===== config.mk =====
export PLATFORM = sky130hd
export DESIGN_NAME = i2c_slave_with_timeout
export DESIGN_NICKNAME = d
export VERILOG_FILES = /design/src/verilog/i2c_slave_pkg.sv /design/src/verilog/timeout_if.sv /design/src/verilog/bus_timeout_counter.sv /design/src/verilog/i2c_slave_with_timeout.sv
export VERILOG_INCLUDE_DIRS = /design/src /design/src/verilog
export SDC_FILE = /design/constraint.sdc
export NUM_CORES = 1
export LEC_CHECK = 0
export CORE_MARGIN = 8
export CORE_UTILIZATION = 50
export DETAILED_ROUTE_END_ITERATION = 12
export DONT_BUFFER_PORTS = 1
export PLACE_DENSITY_LB_ADDON = 0.25
export SYNTH_ARGS = -nofsm -noshare
export SYNTH_HDL_FRONTEND = slang
export SYNTH_SLANG_ARGS = --single-unit

===== constraint.sdc =====
create_clock -name aclk -period 4.25 [get_ports aclk]
set_input_delay 0.6375 -clock aclk [delete_from_list [all_inputs] [get_ports aclk]]
set_output_delay 0.6375 -clock aclk [all_outputs]
set_load 0.005 [all_outputs]

===== src/verilog/i2c_slave_cfg.svh =====
// Offsets, field positions, reset values and counts of the I2C slave
// Summary of operation
// [RULE1] Direction bit one: slave transmits
// [RULE2] Direction bit zero: slave receives
// [RULE3] Address match: drive acknowledge after address
// [RULE4] Master stops after missing address acknowledge
// [RULE5] Match sets transmit select from direction
// [RULE6] Eight-bit bytes, most significant bit first
// [RULE7] Receiver drives ack_to_send on ninth clock
// [RULE8] Transmitter releases SDA on missing acknowledge
// [RULE9] Bytes pass through the serial data register
// [RULE10] Data register access releases held SCL
// [RULE11] Counter starts on match, clears on SCL fall
// [RULE12] Time-out when period passes without SCL fall
// [RULE13] STOP condition stops time-out counting
// [RULE14] Overflow: halt, disable, flag, interrupt
// [RULE15] Time-out resets second control register only
// [RULE16] Software clears flag via time-out register
// [RULE17] Period is (select+1) times 32 slow clocks
// [RULE18] Enable bit7, flag bit6, select bits5-0
// [RULE19] Seven-bit address compare, capture direction, interrupt
// [RULE20] ack_received_n zero when ninth-clock ack seen
// [RULE21] Hold SCL low until release access
`ifndef I2C_SLAVE_CFG_SVH
`define I2C_SLAVE_CFG_SVH
// ----------------------------------------------------------------
// Register offsets
// ----------------------------------------------------------------
`define OFS_CTRL_FIRST 5'h00
`define OFS_CTRL_SECOND 5'h04
`define OFS_SLAVE_ADDR 5'h08
`define OFS_DATA 5'h0C
`define OFS_TIMEOUT 5'h10
// ----------------------------------------------------------------
// Field positions and reset values
// ----------------------------------------------------------------
`define C1_ENABLE 0
`define C2_ACK_RCVD_N 0
`define C2_RW_DIR 2
`define C2_ACK_TO_SEND 3
`define C2_TX_SELECT 4
`define C2_BUSY 5
`define C2_ADDRESSED 6
`define TOC_EN 7
`define TOC_FLAG 6
`define C1_RESET 8'h00
`define C2_RESET 8'h00
`define TOC_RESET 8'h00
`define SADDR_RESET 8'h00
// ----------------------------------------------------------------
// Counts
// ----------------------------------------------------------------
`define TO_PRESCALE 32
`define BYTE_BITS 4'h8
`endif


===== src/verilog/i2c_slave_pkg.sv =====
// Types shared by the I2C slave modules
`default_nettype none
package i2c_slave_pkg;
	typedef enum logic [2:0] {
		ST_IDLE = 3'b000,
		ST_ADDR = 3'b001,
		ST_ADDR_ACK = 3'b010,
		ST_RX = 3'b011,
		ST_RX_ACK = 3'b100,
		ST_TX = 3'b101,
		ST_TX_ACK = 3'b110,
		ST_WAIT_STOP = 3'b111
	} slave_state_t;
	typedef logic [5:0] period_t;
endpackage : i2c_slave_pkg
`default_nettype wire


===== src/verilog/timeout_if.sv =====
// Signals between the slave engine and its time-out counter
`timescale 1ns/10ps
`default_nettype none
interface timeout_if;
	logic start;
	logic scl_fall;
	logic stop;
	logic en;
	logic fsub_tick;
	i2c_slave_pkg::period_t period;
	logic overflow;
	modport engine (output start, scl_fall, stop, en, fsub_tick, period,
		input overflow);
	modport counter (input start, scl_fall, stop, en, fsub_tick, period,
		output overflow);
endinterface : timeout_if
`default_nettype wire


===== src/verilog/bus_timeout_counter.sv =====
// Bus time-out counter clocked by slow-clock ticks divided by 32
`timescale 1ns/10ps
`default_nettype none
`include "i2c_slave_cfg.svh"
module bus_timeout_counter (
	// Clock and reset
	input wire logic aclk,
	input wire logic aresetn,
	input wire logic clk_en,
	// Engine side
	timeout_if.counter t
);
	localparam logic [4:0] PRE_LAST = 5'(`TO_PRESCALE - 1);
	logic running_ff;
	logic [4:0] pre_ff;
	i2c_slave_pkg::period_t cnt_ff;
	logic ovf_ff;
	logic last_tick;

	assign last_tick = running_ff && t.fsub_tick && !t.scl_fall &&
		pre_ff == PRE_LAST && cnt_ff == t.period; // see [RULE12]
	assign t.overflow = ovf_ff;

	always_ff @(posedge aclk) begin
		if (!aresetn) begin
			running_ff <= 1'b0;
			pre_ff <= 5'h00;
			cnt_ff <= 6'h00;
		end else if (clk_en) begin
			if (t.stop || !t.en || last_tick) begin
				running_ff <= 1'b0; // see [RULE13] see [RULE14]
			end else if (t.start) begin
				running_ff <= 1'b1; // see [RULE11]
				pre_ff <= 5'h00;
				cnt_ff <= 6'h00;
			end else if (running_ff && t.scl_fall) begin
				pre_ff <= 5'h00; // see [RULE11]
				cnt_ff <= 6'h00;
			end else if (running_ff && t.fsub_tick) begin
				pre_ff <= pre_ff + 5'h01; // see [RULE17]
				if (pre_ff == PRE_LAST) begin
					cnt_ff <= cnt_ff + 6'h01;
				end
			end
		end
	end

	always_ff @(posedge aclk) begin
		if (!aresetn) begin
			ovf_ff <= 1'b0;
		end else if (clk_en) begin
			ovf_ff <= last_tick && !t.stop && t.en;
		end
	end

	ovf_halts_a: assert property (@(posedge aclk) disable iff (!aresetn) // see [RULE14]
		(clk_en && last_tick && !t.stop && t.en) |=> ovf_ff && !running_ff)
		else $error("counter did not halt on overflow");
endmodule : bus_timeout_counter
`default_nettype wire


===== src/verilog/i2c_slave_with_timeout.sv =====
// I2C slave engine with AXI4-Lite registers and bus time-out
`timescale 1ns/10ps
`default_nettype none
`include "i2c_slave_cfg.svh"
module i2c_slave_with_timeout #(
	parameter int AW = 8
) (
	// Clock, reset, enable
	input wire logic aclk,
	input wire logic aresetn,
	input wire logic clk_en,
	// AXI4-Lite write
	input wire logic [AW-1:0] s_axi_awaddr,
	input wire logic s_axi_awvalid,
	output logic s_axi_awready,
	input wire logic [31:0] s_axi_wdata,
	input wire logic [3:0] s_axi_wstrb,
	input wire logic s_axi_wvalid,
	output logic s_axi_wready,
	output logic [1:0] s_axi_bresp,
	output logic s_axi_bvalid,
	input wire logic s_axi_bready,
	// AXI4-Lite read
	input wire logic [AW-1:0] s_axi_araddr,
	input wire logic s_axi_arvalid,
	output logic s_axi_arready,
	output logic [31:0] s_axi_rdata,
	output logic [1:0] s_axi_rresp,
	output logic s_axi_rvalid,
	input wire logic s_axi_rready,
	// I2C pins, open drain
	input wire logic scl_i,
	output logic scl_o,
	output logic scl_oe,
	input wire logic sda_i,
	output logic sda_o,
	output logic sda_oe,
	// Slow time-out clock and interrupt request
	input wire logic fsub_clk,
	output logic sim_irq
);
	generate
		if (AW < 6) begin : g_aw_check
			$error("AW must be at least 6");
		end
	endgenerate

	// ----------------------------------------------------------------
	// Pin synchronisers and bus events
	// ----------------------------------------------------------------
	logic [2:0] sync1_ff, sync2_ff, dly_ff;
	logic scl_rise, scl_fall, start_ev, stop_ev, fsub_tick;

	always_ff @(posedge aclk) begin
		if (!aresetn) begin
			sync1_ff <= 3'h7;
			sync2_ff <= 3'h7;
			dly_ff <= 3'h7;
		end else if (clk_en) begin
			sync1_ff <= {fsub_clk, sda_i, scl_i};
			sync2_ff <= sync1_ff;
			dly_ff <= sync2_ff;
		end
	end

	logic [7:0] ctrl1_ff;
	assign scl_rise = sync2_ff[0] && !dly_ff[0];
	assign scl_fall = !sync2_ff[0] && dly_ff[0];
	assign start_ev = ctrl1_ff[`C1_ENABLE] && sync2_ff[0] && dly_ff[0] &&
		!sync2_ff[1] && dly_ff[1];
	assign stop_ev = ctrl1_ff[`C1_ENABLE] && sync2_ff[0] && dly_ff[0] &&
		sync2_ff[1] && !dly_ff[1];
	assign fsub_tick = sync2_ff[2] && !dly_ff[2];

	// ----------------------------------------------------------------
	// AXI4-Lite slave
	// ----------------------------------------------------------------
	logic aw_got_ff, w_got_ff, bvalid_ff, rvalid_ff;
	logic [AW-1:0] awaddr_ff;
	logic [7:0] wdata_ff;
	logic wstrb0_ff;
	logic [1:0] bresp_ff, rresp_ff;
	logic [31:0] rdata_ff;
	logic wr_go, ar_go;

	function automatic logic mapped(input logic [AW-1:0] a);
		mapped = (a[AW-1:5] == '0) && a[1:0] == 2'h0 &&
			a[4:0] <= `OFS_TIMEOUT;
	endfunction : mapped

	assign s_axi_awready = !aw_got_ff && !bvalid_ff;
	assign s_axi_wready = !w_got_ff && !bvalid_ff;
	assign s_axi_arready = !rvalid_ff;
	assign s_axi_bvalid = bvalid_ff;
	assign s_axi_bresp = bresp_ff;
	assign s_axi_rvalid = rvalid_ff;
	assign s_axi_rresp = rresp_ff;
	assign s_axi_rdata = rdata_ff;
	assign wr_go = aw_got_ff && w_got_ff && !bvalid_ff;
	assign ar_go = s_axi_arvalid && !rvalid_ff;

	logic wr_c1, wr_c2, wr_sa, wr_data, wr_toc, rd_data, data_acc;
	assign wr_c1 = wr_go && wstrb0_ff && mapped(awaddr_ff) &&
		awaddr_ff[4:0] == `OFS_CTRL_FIRST;
	assign wr_c2 = wr_go && wstrb0_ff && mapped(awaddr_ff) &&
		awaddr_ff[4:0] == `OFS_CTRL_SECOND;
	assign wr_sa = wr_go && wstrb0_ff && mapped(awaddr_ff) &&
		awaddr_ff[4:0] == `OFS_SLAVE_ADDR;
	assign wr_data = wr_go && wstrb0_ff && mapped(awaddr_ff) &&
		awaddr_ff[4:0] == `OFS_DATA;
	assign wr_toc = wr_go && wstrb0_ff && mapped(awaddr_ff) &&
		awaddr_ff[4:0] == `OFS_TIMEOUT;
	assign rd_data = ar_go && mapped(s_axi_araddr) &&
		s_axi_araddr[4:0] == `OFS_DATA;
	assign data_acc = wr_data || rd_data; // see [RULE10]

	always_ff @(posedge aclk) begin
		if (!aresetn) begin
			aw_got_ff <= 1'b0;
			w_got_ff <= 1'b0;
			bvalid_ff <= 1'b0;
			bresp_ff <= 2'h0;
			awaddr_ff <= '0;
			wdata_ff <= 8'h00;
			wstrb0_ff <= 1'b0;
		end else if (clk_en) begin
			if (s_axi_awvalid && s_axi_awready) begin
				aw_got_ff <= 1'b1;
				awaddr_ff <= s_axi_awaddr;
			end
			if (s_axi_wvalid && s_axi_wready) begin
				w_got_ff <= 1'b1;
				wdata_ff <= s_axi_wdata[7:0];
				wstrb0_ff <= s_axi_wstrb[0];
			end
			if (wr_go) begin
				aw_got_ff <= 1'b0;
				w_got_ff <= 1'b0;
				bvalid_ff <= 1'b1;
				bresp_ff <= mapped(awaddr_ff) ? 2'h0 : 2'h2;
			end else if (bvalid_ff && s_axi_bready) begin
				bvalid_ff <= 1'b0;
			end
		end
	end

	// ----------------------------------------------------------------
	// Registers
	// ----------------------------------------------------------------
	logic [7:0] saddr_ff, data_ff;
	logic rw_dir_ff, tx_sel_ff, addressed_ff, ack_rcvd_n_ff;
	logic ack_to_send_ff, busy_ff, toc_en_ff, toc_flag_ff;
	i2c_slave_pkg::period_t toc_per_ff;
	logic to_ovf, addr_match, rx_load, tx_done;
	logic [7:0] c2_view, toc_view;
	i2c_slave_pkg::slave_state_t state_ff;
	logic [7:0] shift_ff;
	logic [3:0] bitcnt_ff;
	logic sda_drv_ff, hold_ff;

	assign c2_view = {1'b0, addressed_ff, busy_ff, tx_sel_ff, ack_to_send_ff,
		rw_dir_ff, 1'b0, ack_rcvd_n_ff};
	assign toc_view = {toc_en_ff, toc_flag_ff, toc_per_ff};

	always_ff @(posedge aclk) begin
		if (!aresetn) begin
			rvalid_ff <= 1'b0;
			rresp_ff <= 2'h0;
			rdata_ff <= 32'h0000_0000;
		end else if (clk_en) begin
			if (ar_go) begin
				rvalid_ff <= 1'b1;
				rresp_ff <= mapped(s_axi_araddr) ? 2'h0 : 2'h2;
				unique case (s_axi_araddr[4:0])
					`OFS_CTRL_FIRST: rdata_ff <= {24'h000000, ctrl1_ff};
					`OFS_CTRL_SECOND: rdata_ff <= {24'h000000, c2_view};
					`OFS_SLAVE_ADDR: rdata_ff <= {24'h000000, saddr_ff};
					`OFS_DATA: rdata_ff <= {24'h000000, data_ff};
					`OFS_TIMEOUT: rdata_ff <= {24'h000000, toc_view};
					default: rdata_ff <= 32'h0000_0000;
				endcase
			end else if (rvalid_ff && s_axi_rready) begin
				rvalid_ff <= 1'b0;
			end
		end
	end

	// Time-out leaves first control, address and data untouched
	always_ff @(posedge aclk) begin
		if (!aresetn) begin
			ctrl1_ff <= `C1_RESET;
			saddr_ff <= `SADDR_RESET;
			data_ff <= 8'h00;
		end else if (clk_en) begin
			if (wr_c1) ctrl1_ff <= wdata_ff;
			if (wr_sa) saddr_ff <= {wdata_ff[7:1], 1'b0};
			if (rx_load) begin
				data_ff <= shift_ff; // see [RULE9]
			end else if (wr_data) begin
				data_ff <= wdata_ff; // see [RULE9]
			end
		end
	end

	always_ff @(posedge aclk) begin
		if (!aresetn || (clk_en && to_ovf)) begin
			{addressed_ff, busy_ff, tx_sel_ff} <= 3'h0; // see [RULE15]
			{ack_to_send_ff, rw_dir_ff, ack_rcvd_n_ff} <= 3'h0;
		end else if (clk_en) begin
			if (wr_c2) begin
				tx_sel_ff <= wdata_ff[`C2_TX_SELECT];
				ack_to_send_ff <= wdata_ff[`C2_ACK_TO_SEND];
			end
			if (start_ev) busy_ff <= 1'b1;
			else if (stop_ev) busy_ff <= 1'b0;
			if (start_ev || stop_ev) addressed_ff <= 1'b0;
			if (addr_match) begin
				addressed_ff <= 1'b1; // see [RULE19]
				rw_dir_ff <= shift_ff[0]; // see [RULE19]
				tx_sel_ff <= shift_ff[0]; // see [RULE1] see [RULE2] see [RULE5]
			end else if (data_acc) begin
				addressed_ff <= 1'b0;
			end
			if (state_ff == i2c_slave_pkg::ST_TX_ACK && scl_rise) begin
				ack_rcvd_n_ff <= sync2_ff[1]; // see [RULE20]
			end
		end
	end

	// Hardware set of the flag beats a clearing write in the same cycle
	always_ff @(posedge aclk) begin
		if (!aresetn) begin
			{toc_en_ff, toc_flag_ff, toc_per_ff} <= `TOC_RESET; // see [RULE18]
		end else if (clk_en) begin
			if (wr_toc) begin
				toc_en_ff <= wdata_ff[`TOC_EN];
				toc_flag_ff <= wdata_ff[`TOC_FLAG]; // see [RULE16]
				toc_per_ff <= wdata_ff[5:0];
			end
			if (to_ovf) begin
				toc_en_ff <= 1'b0; // see [RULE14]
				toc_flag_ff <= 1'b1; // see [RULE14]
			end
		end
	end

	// ----------------------------------------------------------------
	// Slave engine
	// ----------------------------------------------------------------
	assign addr_match = state_ff == i2c_slave_pkg::ST_ADDR && scl_fall &&
		bitcnt_ff == `BYTE_BITS && shift_ff[7:1] == saddr_ff[7:1];
	assign rx_load = state_ff == i2c_slave_pkg::ST_RX && scl_fall &&
		bitcnt_ff == `BYTE_BITS;
	assign tx_done = state_ff == i2c_slave_pkg::ST_TX_ACK && scl_fall;

	always_ff @(posedge aclk) begin
		if (!aresetn || (clk_en && to_ovf)) begin
			state_ff <= i2c_slave_pkg::ST_IDLE;
			bitcnt_ff <= 4'h0;
			shift_ff <= 8'h00;
			sda_drv_ff <= 1'b0;
			hold_ff <= 1'b0;
		end else if (clk_en) begin
			if (data_acc) hold_ff <= 1'b0; // see [RULE10]
			if (wr_data && state_ff == i2c_slave_pkg::ST_TX) begin
				shift_ff <= wdata_ff; // see [RULE9]
				sda_drv_ff <= !wdata_ff[7];
			end
			if (start_ev) begin
				state_ff <= i2c_slave_pkg::ST_ADDR;
				bitcnt_ff <= 4'h0;
				sda_drv_ff <= 1'b0;
				hold_ff <= 1'b0;
			end else if (stop_ev) begin
				state_ff <= i2c_slave_pkg::ST_IDLE;
				sda_drv_ff <= 1'b0;
				hold_ff <= 1'b0;
			end else if (scl_rise) begin
				if (state_ff == i2c_slave_pkg::ST_ADDR ||
					state_ff == i2c_slave_pkg::ST_RX) begin
					shift_ff <= {shift_ff[6:0], sync2_ff[1]}; // see [RULE6]
					bitcnt_ff <= bitcnt_ff + 4'h1;
				end else if (state_ff == i2c_slave_pkg::ST_TX) begin
					bitcnt_ff <= bitcnt_ff + 4'h1;
				end
			end else if (scl_fall) begin
				unique case (state_ff)
					i2c_slave_pkg::ST_IDLE, i2c_slave_pkg::ST_WAIT_STOP: begin
						sda_drv_ff <= 1'b0;
					end
					i2c_slave_pkg::ST_ADDR: begin
						if (bitcnt_ff == `BYTE_BITS) begin
							// Foreign address: stay off the bus until STOP or a repeated START
							state_ff <= addr_match ? i2c_slave_pkg::ST_ADDR_ACK
								: i2c_slave_pkg::ST_WAIT_STOP; // see [RULE4]
							sda_drv_ff <= addr_match; // see [RULE3]
						end
					end
					i2c_slave_pkg::ST_ADDR_ACK: begin
						state_ff <= tx_sel_ff ? i2c_slave_pkg::ST_TX
							: i2c_slave_pkg::ST_RX; // see [RULE1] see [RULE2]
						bitcnt_ff <= 4'h0;
						sda_drv_ff <= 1'b0;
						hold_ff <= 1'b1; // see [RULE21]
					end
					i2c_slave_pkg::ST_RX: begin
						if (bitcnt_ff == `BYTE_BITS) begin
							state_ff <= i2c_slave_pkg::ST_RX_ACK;
							sda_drv_ff <= !ack_to_send_ff; // see [RULE7]
						end
					end
					i2c_slave_pkg::ST_RX_ACK: begin
						state_ff <= i2c_slave_pkg::ST_RX;
						bitcnt_ff <= 4'h0;
						sda_drv_ff <= 1'b0;
						hold_ff <= 1'b1; // see [RULE21]
					end
					i2c_slave_pkg::ST_TX: begin
						if (bitcnt_ff == `BYTE_BITS) begin
							state_ff <= i2c_slave_pkg::ST_TX_ACK;
							sda_drv_ff <= 1'b0;
						end else begin
							shift_ff <= {shift_ff[6:0], 1'b0}; // see [RULE6]
							sda_drv_ff <= !shift_ff[6];
						end
					end
					i2c_slave_pkg::ST_TX_ACK: begin
						bitcnt_ff <= 4'h0;
						if (ack_rcvd_n_ff) begin
							state_ff <= i2c_slave_pkg::ST_WAIT_STOP; // see [RULE8]
						end else begin
							state_ff <= i2c_slave_pkg::ST_TX;
							hold_ff <= 1'b1; // see [RULE21]
						end
					end
				endcase
			end
		end
	end

	assign scl_o = 1'b0;
	assign sda_o = 1'b0;
	assign scl_oe = hold_ff; // see [RULE21]
	assign sda_oe = sda_drv_ff;

	// ----------------------------------------------------------------
	// Time-out counter and interrupt
	// ----------------------------------------------------------------
	timeout_if tmo ();
	assign tmo.start = addr_match; // see [RULE11]
	assign tmo.scl_fall = scl_fall;
	assign tmo.stop = stop_ev; // see [RULE13]
	assign tmo.en = toc_en_ff;
	assign tmo.fsub_tick = fsub_tick;
	assign tmo.period = toc_per_ff;
	assign to_ovf = tmo.overflow;

	bus_timeout_counter u_timeout (
		.aclk(aclk),
		.aresetn(aresetn),
		.clk_en(clk_en),
		.t(tmo.counter)
	);

	always_ff @(posedge aclk) begin
		if (!aresetn) begin
			sim_irq <= 1'b0;
		end else if (clk_en) begin
			sim_irq <= addr_match || rx_load || tx_done || to_ovf; // see [RULE14]
		end
	end

	addr_ack_a: assert property (@(posedge aclk) disable iff (!aresetn) // see [RULE3]
		(clk_en && addr_match && !to_ovf) |=> state_ff ==
		i2c_slave_pkg::ST_ADDR_ACK && sda_oe && addressed_ff)
		else $error("no acknowledge after matching address");
	dir_read_a: assert property (@(posedge aclk) disable iff (!aresetn) // see [RULE5]
		(clk_en && addr_match && shift_ff[0] && !to_ovf) |=> tx_sel_ff &&
		rw_dir_ff && sim_irq)
		else $error("read direction did not select transmit");
	dir_write_a: assert property (@(posedge aclk) disable iff (!aresetn) // see [RULE2]
		(clk_en && addr_match && !shift_ff[0] && !to_ovf) |=> !tx_sel_ff)
		else $error("write direction did not select receive");
	rx_ack_a: assert property (@(posedge aclk) disable iff (!aresetn) // see [RULE7]
		(clk_en && rx_load && !to_ovf) |=> sda_oe == !$past(ack_to_send_ff))
		else $error("ninth-clock acknowledge level wrong");
	nack_release_a: assert property (@(posedge aclk) disable iff (!aresetn) // see [RULE8]
		(state_ff == i2c_slave_pkg::ST_WAIT_STOP) |-> !sda_oe && !scl_oe)
		else $error("bus not released while waiting for stop");
	rx_store_a: assert property (@(posedge aclk) disable iff (!aresetn) // see [RULE9]
		(clk_en && rx_load && !to_ovf) |=> data_ff == $past(shift_ff))
		else $error("received byte not stored");
	scl_release_a: assert property (@(posedge aclk) disable iff (!aresetn) // see [RULE10]
		(clk_en && hold_ff && data_acc && !start_ev) |=> !scl_oe)
		else $error("data access did not release clock");
	tmo_flag_a: assert property (@(posedge aclk) disable iff (!aresetn) // see [RULE14]
		(clk_en && to_ovf) |=> toc_flag_ff && !toc_en_ff &&
		state_ff == i2c_slave_pkg::ST_IDLE && c2_view == `C2_RESET)
		else $error("time-out effects missing");
endmodule : i2c_slave_with_timeout
`default_nettype wire


# ---- Word-level counts from Yosys, hierarchy flattened
# Index checks and enable logic that the tools add are counted.
# Widths: inputs -> output; s select.
dict set report totals {
  reg_bits 134
  latchBits 0
  ramBits 0
  mem_bits_ro 0
  inputBits 63
  out_inout_bits 46
  elab_cells 263
  n_memories 0
}
dict set report classes {
  addsub 3
  mul 0
  div_mod_pow 0
  order_cmp 2
  n_eq_ne 25
  shifts 0
  n_mux 75
  bitwise 1
  reduce_logical 122
}
# op n
set op_table {}
lappend op_table {{$mux 8} 10}
lappend op_table {{$logic_and 1x1->1} 47}
lappend op_table {{$pmux 8 s5} 1}
lappend op_table {{$reduce_and 2->1} 20}
lappend op_table {{$mux 1} 35}
lappend op_table {{$mux 4} 7}
lappend op_table {{$mux 3} 9}
lappend op_table {{$mux 6} 4}
lappend op_table {{$eq 5x4->1 const B} 4}
lappend op_table {{$pmux 3 s6} 1}
lappend op_table {{$reduce_bool 2->1} 9}
lappend op_table {{$reduce_bool 3->1} 6}
lappend op_table {{$logic_not 1->1} 16}
lappend op_table {{$eq 5x5->1 const B} 3}
lappend op_table {{$mux 5} 3}
lappend op_table {{$eq 3x3->1 const B} 4}
lappend op_table {{$eq 5x3->1 const B} 2}
lappend op_table {{$le 5x5->1 const B} 2}
lappend op_table {{$logic_not 5->1} 2}
lappend op_table {{$logic_not 3->1} 3}
lappend op_table {{$logic_or 1x1->1} 9}
lappend op_table {{$ne 4x4->1 const B} 2}
lappend op_table {{$reduce_bool 8->1} 1}
lappend op_table {{$eq 7x7->1} 1}
lappend op_table {{23 further kinds} 27}

# ---- Logic depth before layout (Yosys ltp)
# Gate-level depths: netlist (run 1).
dict set report logic_depth {
  ltp_word 13
  ltp_mapped 11
  depth_no_buf 8
}

# ---- By module
# A second synthesis (run 1) with hierarchy kept.
dict set report unflattened {
  hier_cells 658
  area_unflattened_um2 5689.2
}
# module n_inst cells_each area_per_inst_um2 seq_area_each_um2
set by_module_without_submodules {}
lappend by_module_without_submodules {i2c_slave_with_timeout 1 554 4875.9 1901.8}
lappend by_module_without_submodules {bus_timeout_counter 1 104 813.3 260.2}

# ---- Least setup slack after synthesis (run 1)
# OpenSTA, ideal clock, no wires.
dict set report synth_path {
  path_kind {input to register}
  from {input port clk_en}
  to {register toc_flag_ff}
  setup_ps 119
  arrival_ps 2264
  required_time_ps 4131
  path_slack_ps 1867
  stages 6
  path_buffers 1
  path_cell_list {clkbuf_1 and4b_1 nand4bb_4 nor2_2 mux2_2 o221a_2}
}
dict set report synth_via {
  elab_chain_len 1
}
# item line_no
set synth_lines {}
lappend synth_lines {{from (decl)} i2c_slave_with_timeout.sv:11} ;# input wire logic clk_en,
lappend synth_lines {{$reduce_and 2->1 (no source line)} n/a}
lappend synth_lines {{to (signal assigned)} i2c_slave_with_timeout.sv:233} ;# {toc_en_ff, toc_flag_ff, toc_per_ff} <= `TOC_RESET;
lappend synth_lines {{to (signal assigned)} i2c_slave_with_timeout.sv:237} ;# toc_flag_ff <= wdata_ff[`TOC_FLAG];
lappend synth_lines {{to (decl)} i2c_slave_with_timeout.sv:152} ;# logic ack_to_send_ff, busy_ff, toc_en_ff, toc_flag_ff;
# No other way between the ends.
# A chain may end at the register's enable or synchronous reset.

# ---- Final worst setup path (run 1)
dict set report layout_path {
  from {register sync2_ff[0]}
  to {register data_ff[7]}
}
dict set report layout_via {
  elab_chain_len 6
  elab_cells_between_ends 7
  cone_classes {mux (1); reduce/logical (6)}
}
# item line_no
set layout_lines {}
lappend layout_lines {{from (decl)} i2c_slave_with_timeout.sv:51} ;# logic [2:0] sync1_ff, sync2_ff, dly_ff;
lappend layout_lines {{from (signal assigned)} i2c_slave_with_timeout.sv:61} ;# sync2_ff <= sync1_ff;
lappend layout_lines {{$logic_not 1->1 (*)} i2c_slave_with_timeout.sv:68} ;# assign scl_fall = !sync2_ff[0] && dly_ff[0];
lappend layout_lines {{$logic_and 1x1->1 (*)} i2c_slave_with_timeout.sv:68}
lappend layout_lines {{$logic_and 1x1->1 (*)} i2c_slave_with_timeout.sv:252} ;# assign rx_load = state_ff == i2c_slave_pkg::ST_RX && scl_fall &&
lappend layout_lines {{$logic_and 1x1->1 (no source line) (*)} n/a}
lappend layout_lines {{$reduce_bool 2->1 (no source line)} n/a}
lappend layout_lines {{$reduce_and 2->1 (no source line)} n/a}
lappend layout_lines {{to (signal assigned)} i2c_slave_with_timeout.sv:198} ;# data_ff <= shift_ff;
lappend layout_lines {{to (signal assigned)} i2c_slave_with_timeout.sv:200} ;# data_ff <= wdata_ff;
lappend layout_lines {{to (decl)} i2c_slave_with_timeout.sv:150} ;# logic [7:0] saddr_ff, data_ff;
# Mark *: on every way between the ends. The rest lies on a longest branch, timed or not.

==> impl_results.md, run 1 <==
- Status: finished clean
- DRC viols: 0
- Final WL: 14.5 mm
- Starting density of the core: 50.5%
- Post-route ant nets: 0
- Synth top area share: 38.0%
- Initial antenna violation count: 0
- Reg2Reg Setup Slack: 1.38 ns
- Cell Chain, Critical Path: inv_1, ha_1, and4b_1, and3_1, o21a_1, o211ai_1, o211a_1
- Avg Inst Size Synth: about 8.9 µm²
- Drt first pass iters: 6
- Die Height: 123 µm
- Worst path required time: 4.51 ns
- Clk Latency, worst-skew pair: 0.36 ns
- Post_cts resized: 0
- Critical Path Start: sync2_ff[0]
- Wire length per cell: ~19 µm
- Crit path max fanout: 16
- Share of layout cells above drive strength 1: 5.51%
- CTS clock-pin slew for the worst setup and hold paths: 0.08 ns
- Top post-synthesis cells by area: dfxtp_1, mux2i_1, nor2b_1
- Setup TNS: 0 ns
- Final-stage net count: 682
- Number of global-route vias before repair: 4,366
- Port Buffers: 0
- Leak Pwr: 2.12 nW
- Die Wd: 123 µm
- Max-Cap Viols: 0
- Crit-path slowest cell: o21a_1
- Mapped Cells: 638
- YS warnings: 0
- Crit path kind: flip-flop to flip-flop
- Peak Freq: 349 MHz
- CP Launch Type: flip-flop
- Cts-stage hold buffer count: 0
- Fin Clk Skew: 0.00714 ns
- All-Layer GR Usage: 19.2%
- Hold path start: aresetn
- Max transition margin: 21.1%
- Placement Setup Slack: roughly 1.4 ns
- Critical Path AT: 3.12 ns
- Grt total ovfl: 0
- R2r startpoint: sync2_ff[0]
- Global-route wire length before repair: between 20 and 25 mm
- Htree depth: 3
- # clock sinks: 108
- CTS Buffer Depth: 2
- Num ports: 109
- Peak VDD IR: 0.366 mV
- RSZ-0062 raised after global routing: no
- Number of DRC markers in iteration 0: 400
- Post-synthesis sequential area ratio: 38.0%
- Routability congestion estimate: 0.873
- Asr flop ratio synth: 0%
- Fillers: 1,048
- Hold crit path type: primary input to flip-flop
- Worst slew pin tran: roughly 1.2 ns
- Distinct cell type count after synthesis: 68
- Ratio of final minimum period to clock period: between 60% and 70%
- Clock Tree Root: clkbuf_16
- Final worst setup slack: 1.38 ns
- Core box area: 0.0113 mm²
- HPWL Detailed: 10.1 mm
- Via density: 6.20
- CP peak stage delay: 0.59 ns
- Area grow syn2layout: 4.59%
- Post-synth EDFFs: 0
- Endpoints failing setup: 0
- Critical path's top delay family: simple AND/OR/NAND/NOR gates
- Power per cell area: around 350 mW/mm²
- Routed vias: 4,712
- Total CTS buffers: 9
- Num rows: 39
- Buf+Inv Stages, Crit Path: 1
- Postcts setup bufs: 0
- Full die area: 0.0151 mm²
- Crit end category: flip-flop
- Pin count of the biggest net entering global routing: 82
- Yosys top cell by area: dfxtp_1
- Cell Area, Synth: 0.00570 mm²
- Hold Fails Final Rpt: 0
- Diodes inserted: 0
- Fin. max-slew vios: 0
- Synth Flop Type: dfxtp_1
- Final Critical Period: 2.87 ns
- CTS tree: yes
- Yosys reg bits: 108
## through the flow
step           power, mW  hold WS, ns  cell area (µm²)  std cells  utilization (%)
2_1_floorplan       1.18        0.441             5800        665                -
3_3_place_gp        1.17        0.455             5640        744             50.0
3_5_place_dp        1.18        0.467             5640        744             50.0
4_1_cts             2.07        0.340             5960        760             52.9
5_1_grt             2.13        0.331             5960        760             52.9
6_report            2.06        0.347             5960        760             52.9
## cell type report
type                            instances  area (µm²)  share of cell area (%)
Sequential cell                       108        2160                    36.3
Clock inverter                          6        78.8                    1.32
Clock buffer                           10         239                    4.01
Timing Repair Buffer                    1        7.51                   0.126
Multi-Input combinational cell        478        3240                    54.4
Inverter                               14        52.6                   0.882
Tap cell                              143         179                    3.00
## worst register-to-register path, stage by stage, from the launching register on
cell,delay [ns]
dfxtp_1,0.34
inv_1,0.08
ha_1,0.39
and4b_1,0.46
and3_1,0.57
o21a_1,0.59
o211ai_1,0.18
o211a_1,0.16
## sequential cells by signal, summed over array words and instances, names as in the netlist, 7 cells and up
signal and cells:
awaddr_ff 8, ctrl1_ff 8, data_ff 8, s_axi_rdata 8, saddr_ff 7, shift_ff 8
wdata_ff 8
## power by group
part	internal, mW	switching [mW]
sequential	1.03	0.0256
clock	0.488	0.420
combinational	0.0400	0.0555
total	1.56	0.501
## cell families after synthesis
| group | synth area share (%) |
|---|---|
| simple gates | 21.6 |
| compound gates | 20.8 |
| flops | 38.0 |
| buf+inv | 7.18 |
| mux | 8.46 |
| xor+xnor | 2.46 |
| fa+ha+maj | 1.54 |
| other cells | 0.0658 |
## path summary, 6_finish.rpt
path / end / cells after the start
worst max-delay path: data_ff[7] / 7
worst min register to register: u_timeout.pre_ff[3] / 2
worst min-delay path: sync1_ff[1] / 1
worst max register to register: data_ff[7] / 7
## layer usage
layer | routed length (µm) | GRT usage (%) | part of all wire [%] | up-vias
li1 | - | - | - | 2223
met1 | 6160 | 24.8 | 43 | 2246
met2 | 6690 | 29.7 | 46 | 220
met3 | 1360 | 6.21 | 9.4 | 23
met4 | 282 | 6.25 | 1.9 | 0
met5 | 0 | 0 | 0 | -
## synth_stat cells, drive strengths merged (6+ instances only)
master	count
a21oi	28
clkbuf	30
nor3	7
a222oi	8
a31oi	12
nor2	26
xnor2	11
buf	35
and3	13
ha	7
or4	9
o211a	10
a22oi	10
o211ai	6
a21boi	17
inv	13
a211oi	9
o21a	6
o21ai	40
nor2b	39
dfxtp	108
nand2	55
o31ai	8
nand4	7
nand3	8
mux2i	47
## placed cells by master, fill, tap and decap left out, drive strengths merged, types with 17 or more instances in the layout
cell / netlist / layout
dfxtp: 108 / 108
a21boi: 17 / 17
mux2i: 47 / 47
conb: 1 / 28
inv: 13 / 17
nor2b: 39 / 39
nand2: 55 / 55
a21oi: 28 / 28
o21ai: 40 / 40
nor2: 26 / 26
(Power assumes the default switching activity.)
==> inputs of run 2 (changes only) <==
ABC_AREA = 1   (was not set)
clock period = 2.7 ns   (was 4.25 ns; I/O delays follow)
==> run 2 against run 1 <==
  * Sequential share of layout area decreased by 0.67 points
  * Count of clock-buffer cells in the layout unchanged
  * Clock power increased by 66%
  * Final cell count increased by 27%
  * Total power grew 63%
  * Largest power group unchanged
==> impl_results.md, run 2 <==
- Diodes inserted: 0 (unchanged)
- Initial antenna violation count: 0 (unchanged)
- HPWL Detailed: 11.3 mm (was 10.1 mm)
- RSZ-0062 raised after global routing: no (unchanged)
- Fin. max-slew vios: 0 (unchanged)
- Full die area: 0.0151 mm² (about the same)
- Hold crit path type: primary input to flip-flop (unchanged)
- Post_cts resized: 0 (unchanged)
- Clk Latency, worst-skew pair: 0.35 ns (was 0.36 ns)
- CP peak stage delay: 0.36 ns (was 0.59 ns)
- Peak Freq: 458 MHz (was 349 MHz)
- Num rows: 39 (unchanged)
- Drt first pass iters: 6 (unchanged)
- Cell Area, Synth: 0.00571 mm² (was 0.00570 mm²)
- All-Layer GR Usage: 20.6% (was 19.2%)
- Critical Path AT: 2.41 ns (was 3.12 ns)
- Core box area: 0.0113 mm² (unchanged)
- CTS Buffer Depth: 2 (unchanged)
- Fin Clk Skew: 0.0104 ns (was 0.00714 ns)
- YS warnings: 0 (unchanged)
- Crit-path slowest cell: nor2_2 (was o21a_1)
- Endpoints failing setup: 0 (unchanged)
- Starting density of the core: 50.7% (was 50.5%)
- Grt total ovfl: 0 (unchanged)
- Via density: 5.48 (was 6.20)
- Htree depth: 3 (unchanged)
- Die Height: 123 µm (about the same)
- Clock Tree Root: clkbuf_16 (unchanged)
- Most common cell in the netlist: nand2_1 (was dfxtp_1)
- Post-synthesis sequential area ratio: 37.9% (was 38.0%)
- CTS tree: yes (unchanged)
- Max transition margin: 60.3% (was 21.1%)
- Share of layout cells above drive strength 1: 7.57% (was 5.51%)
- Top post-synthesis cells by area: dfxtp_1, nand2_1, o21ai_0 (was dfxtp_1, mux2i_1, nor2b_1)
- Number of global-route vias before repair: 5,101 (was 4,366)
- Placement Setup Slack: 0.516 ns (was 1.44 ns)
- Total CTS buffers: 9 (unchanged)
- Final WL: 15.2 mm (was 14.5 mm)
- Crit end category: flip-flop (unchanged)
- Pin count of the biggest net entering global routing: 62 (was 82)
- Synth top area share: 37.9% (was 38.0%)
- Ratio of final minimum period to clock period: 80.8% (was 67.5%)
- Yosys reg bits: 108 (unchanged)
- Power per cell area: 554 mW/mm² (was 346 mW/mm²)
- DRC viols: 0 (unchanged)
- Global-route wire length before repair: 24.8 mm (was 22.9 mm)
- Wire length per cell: 15.8 µm (was 19.1 µm)
- Avg Inst Size Synth: 6.96 µm² (was 8.93 µm²)
- Crit path kind: flip-flop to flip-flop (unchanged)
- Postcts setup bufs: 0 (unchanged)
- Die Wd: 123 µm (about the same)
- Peak VDD IR: 0.500 mV (was 0.366 mV)
- Mapped Cells: 821 (was 638)
- Worst path required time: 2.93 ns (was 4.51 ns)
- CTS clock-pin slew for the worst setup and hold paths: 0.07 ns (was 0.08 ns)
- Hold Fails Final Rpt: 0 (unchanged)
- Num ports: 109 (unchanged)
- Final-stage net count: 884 (was 682)
- Commonest non-fill, non-tap cells in the layout: nand2_1, dfxtp_1, inv_1, o21ai_0, a21oi_1 (was dfxtp_1, nand2_1, mux2i_1, o21ai_0, nor2b_1)
- Post-synth EDFFs: 0 (unchanged)
- Status: finished clean (unchanged)
- Post-route ant nets: 0 (unchanged)
- # clock sinks: 108 (unchanged)
- Cts-stage hold buffer count: 0 (unchanged)
- Final Critical Period: 2.18 ns (was 2.87 ns)
- Post-synth top cells: nand2_1, dfxtp_1, inv_1, o21ai_0, a21oi_1 (was dfxtp_1, nand2_1, mux2i_1, nor2b_1, o21ai_0)
- Leak Pwr: 2.34 nW (was 2.12 nW)
- CP Launch Type: flip-flop (unchanged)
- Worst r2r path cells: 14 (was 7)
- Crit path max fanout: 7 (was 16)
- Routability congestion estimate: 0.891 (was 0.873)
- Setup TNS: 0 ns (unchanged)
- Worst slew pin tran: 0.594 ns (was 1.18 ns)
- Min-Delay Path Depth: 1 (unchanged)
- Routed vias: 5,270 (was 4,712)
- Port Buffers: 0 (unchanged)
- Yosys top cell by area: dfxtp_1 (unchanged)
- Distinct cell type count after synthesis: 47 (was 68)
- Cell Chain, Critical Path: ha_1, nand2_1, nor2_1, ha_1, inv_1, nor2_1, nand4_1, nor2_1, nand2_1, nand2_1, nor2_2, nand2_4, o21ai_0, a21oi_1 (was inv_1, ha_1, and4b_1, and3_1, o21a_1, o211ai_1, o211a_1)
- Number of DRC markers in iteration 0: 584 (was 400)
- Synth Flop Type: dfxtp_1 (unchanged)
- Final worst setup slack: 0.518 ns (was 1.38 ns)
- Max-Cap Viols: 0 (unchanged)
- Area grow syn2layout: 6.29% (was 4.59%)
- Asr flop ratio synth: 0% (unchanged)
- Most common cell after layout, fill and taps aside: nand2_1 (was dfxtp_1)
## run 2: cell types whose count changed after synthesis, moves of 10 or more
cell / before / now
nor2b_1: 39 / 0
o21ai_0: 39 / 93
a21boi_0: 17 / 0
nand3_1: 8 / 35
mux2i_1: 47 / 0
a22oi_1: 10 / 0
a21oi_1: 28 / 87
and3_1: 13 / 0
nor2_1: 25 / 53
inv_1: 13 / 103
nand2_1: 55 / 161
clkbuf_1: 30 / 15
## run 2: worst paths after layout
| path | slack [ns] | end | start |
|---|---|---|---|
| worst max-delay path | 0.52 | u_timeout.cnt_ff[0] | u_timeout.pre_ff[0] |
| worst max register to register | 0.52 | u_timeout.cnt_ff[0] | u_timeout.pre_ff[0] |
| worst min-delay path | 0.17 | u_timeout.t.overflow | clk_en |
| worst min register to register | 0.45 | data_ff[2] | data_ff[2] |
## run 2: critical path: cells and delay by family, from the launching register on
family	cells	cell delay (ns)
DFF	1	0.34
buffers and inverters	1	0.08
and+or+nand+nor	9	0.94
adders and majority gates	2	0.40
AOI/OAI and AO/OA	2	0.30
## run 2: layer usage
metal	GRT usage [%]	vias up	part of all wire, %
met4	5.56	0	1.3
met3	4.83	19	7.1
met5	0	-	0
met2	34.6	192	47
li1	-	2644	-
met1	25.8	2415	44
## run 2: where the power goes
part | internal, mW | switching [mW]
registers | 1.63 | 0.0323
logic | 0.0543 | 0.140
clock network | 0.909 | 0.601
## run 2: per-stage QoR
| step | hold WS [ns] | total power [mW] | cells | instance area [µm²] | utilization (%) |
|---|---|---|---|---|---|
| floorplan | 0.423 | 1.88 | 848 | 5810 | - |
| global placement | 0.434 | 1.88 | 946 | 5730 | 50.8 |
| detailed placement | 0.438 | 1.89 | 946 | 5730 | 50.8 |
| CTS | 0.148 | 3.38 | 962 | 6070 | 53.8 |
| global route | 0.155 | 3.49 | 962 | 6070 | 53.8 |
| finish | 0.168 | 3.36 | 962 | 6070 | 53.8 |
## run 2: final cells by class
type	instances	area, µm²
Fill cell	1132	5200
Multi-Input combinational cell	577	2920
Sequential cell	108	2160
Inverter	111	418
Clock buffer	10	229
Tap cell	143	179
Clock inverter	6	111
Timing Repair Buffer	7	52.6
## run 2: logic make-up (layout without fill, tap and decap cells)
| kind of cell | after synthesis | in the layout | synth area share, % |
|---|---|---|---|
| compound gates | 222 | 222 | 21.1 |
| fa+ha+maj | 7 | 7 | 1.53 |
| xor+xnor | 6 | 6 | 0.920 |
| other cells | 1 | 28 | 0.0657 |
| buf+inv | 163 | 134 | 12.8 |
| flops | 108 | 108 | 37.9 |
| simple gates | 314 | 314 | 25.7 |
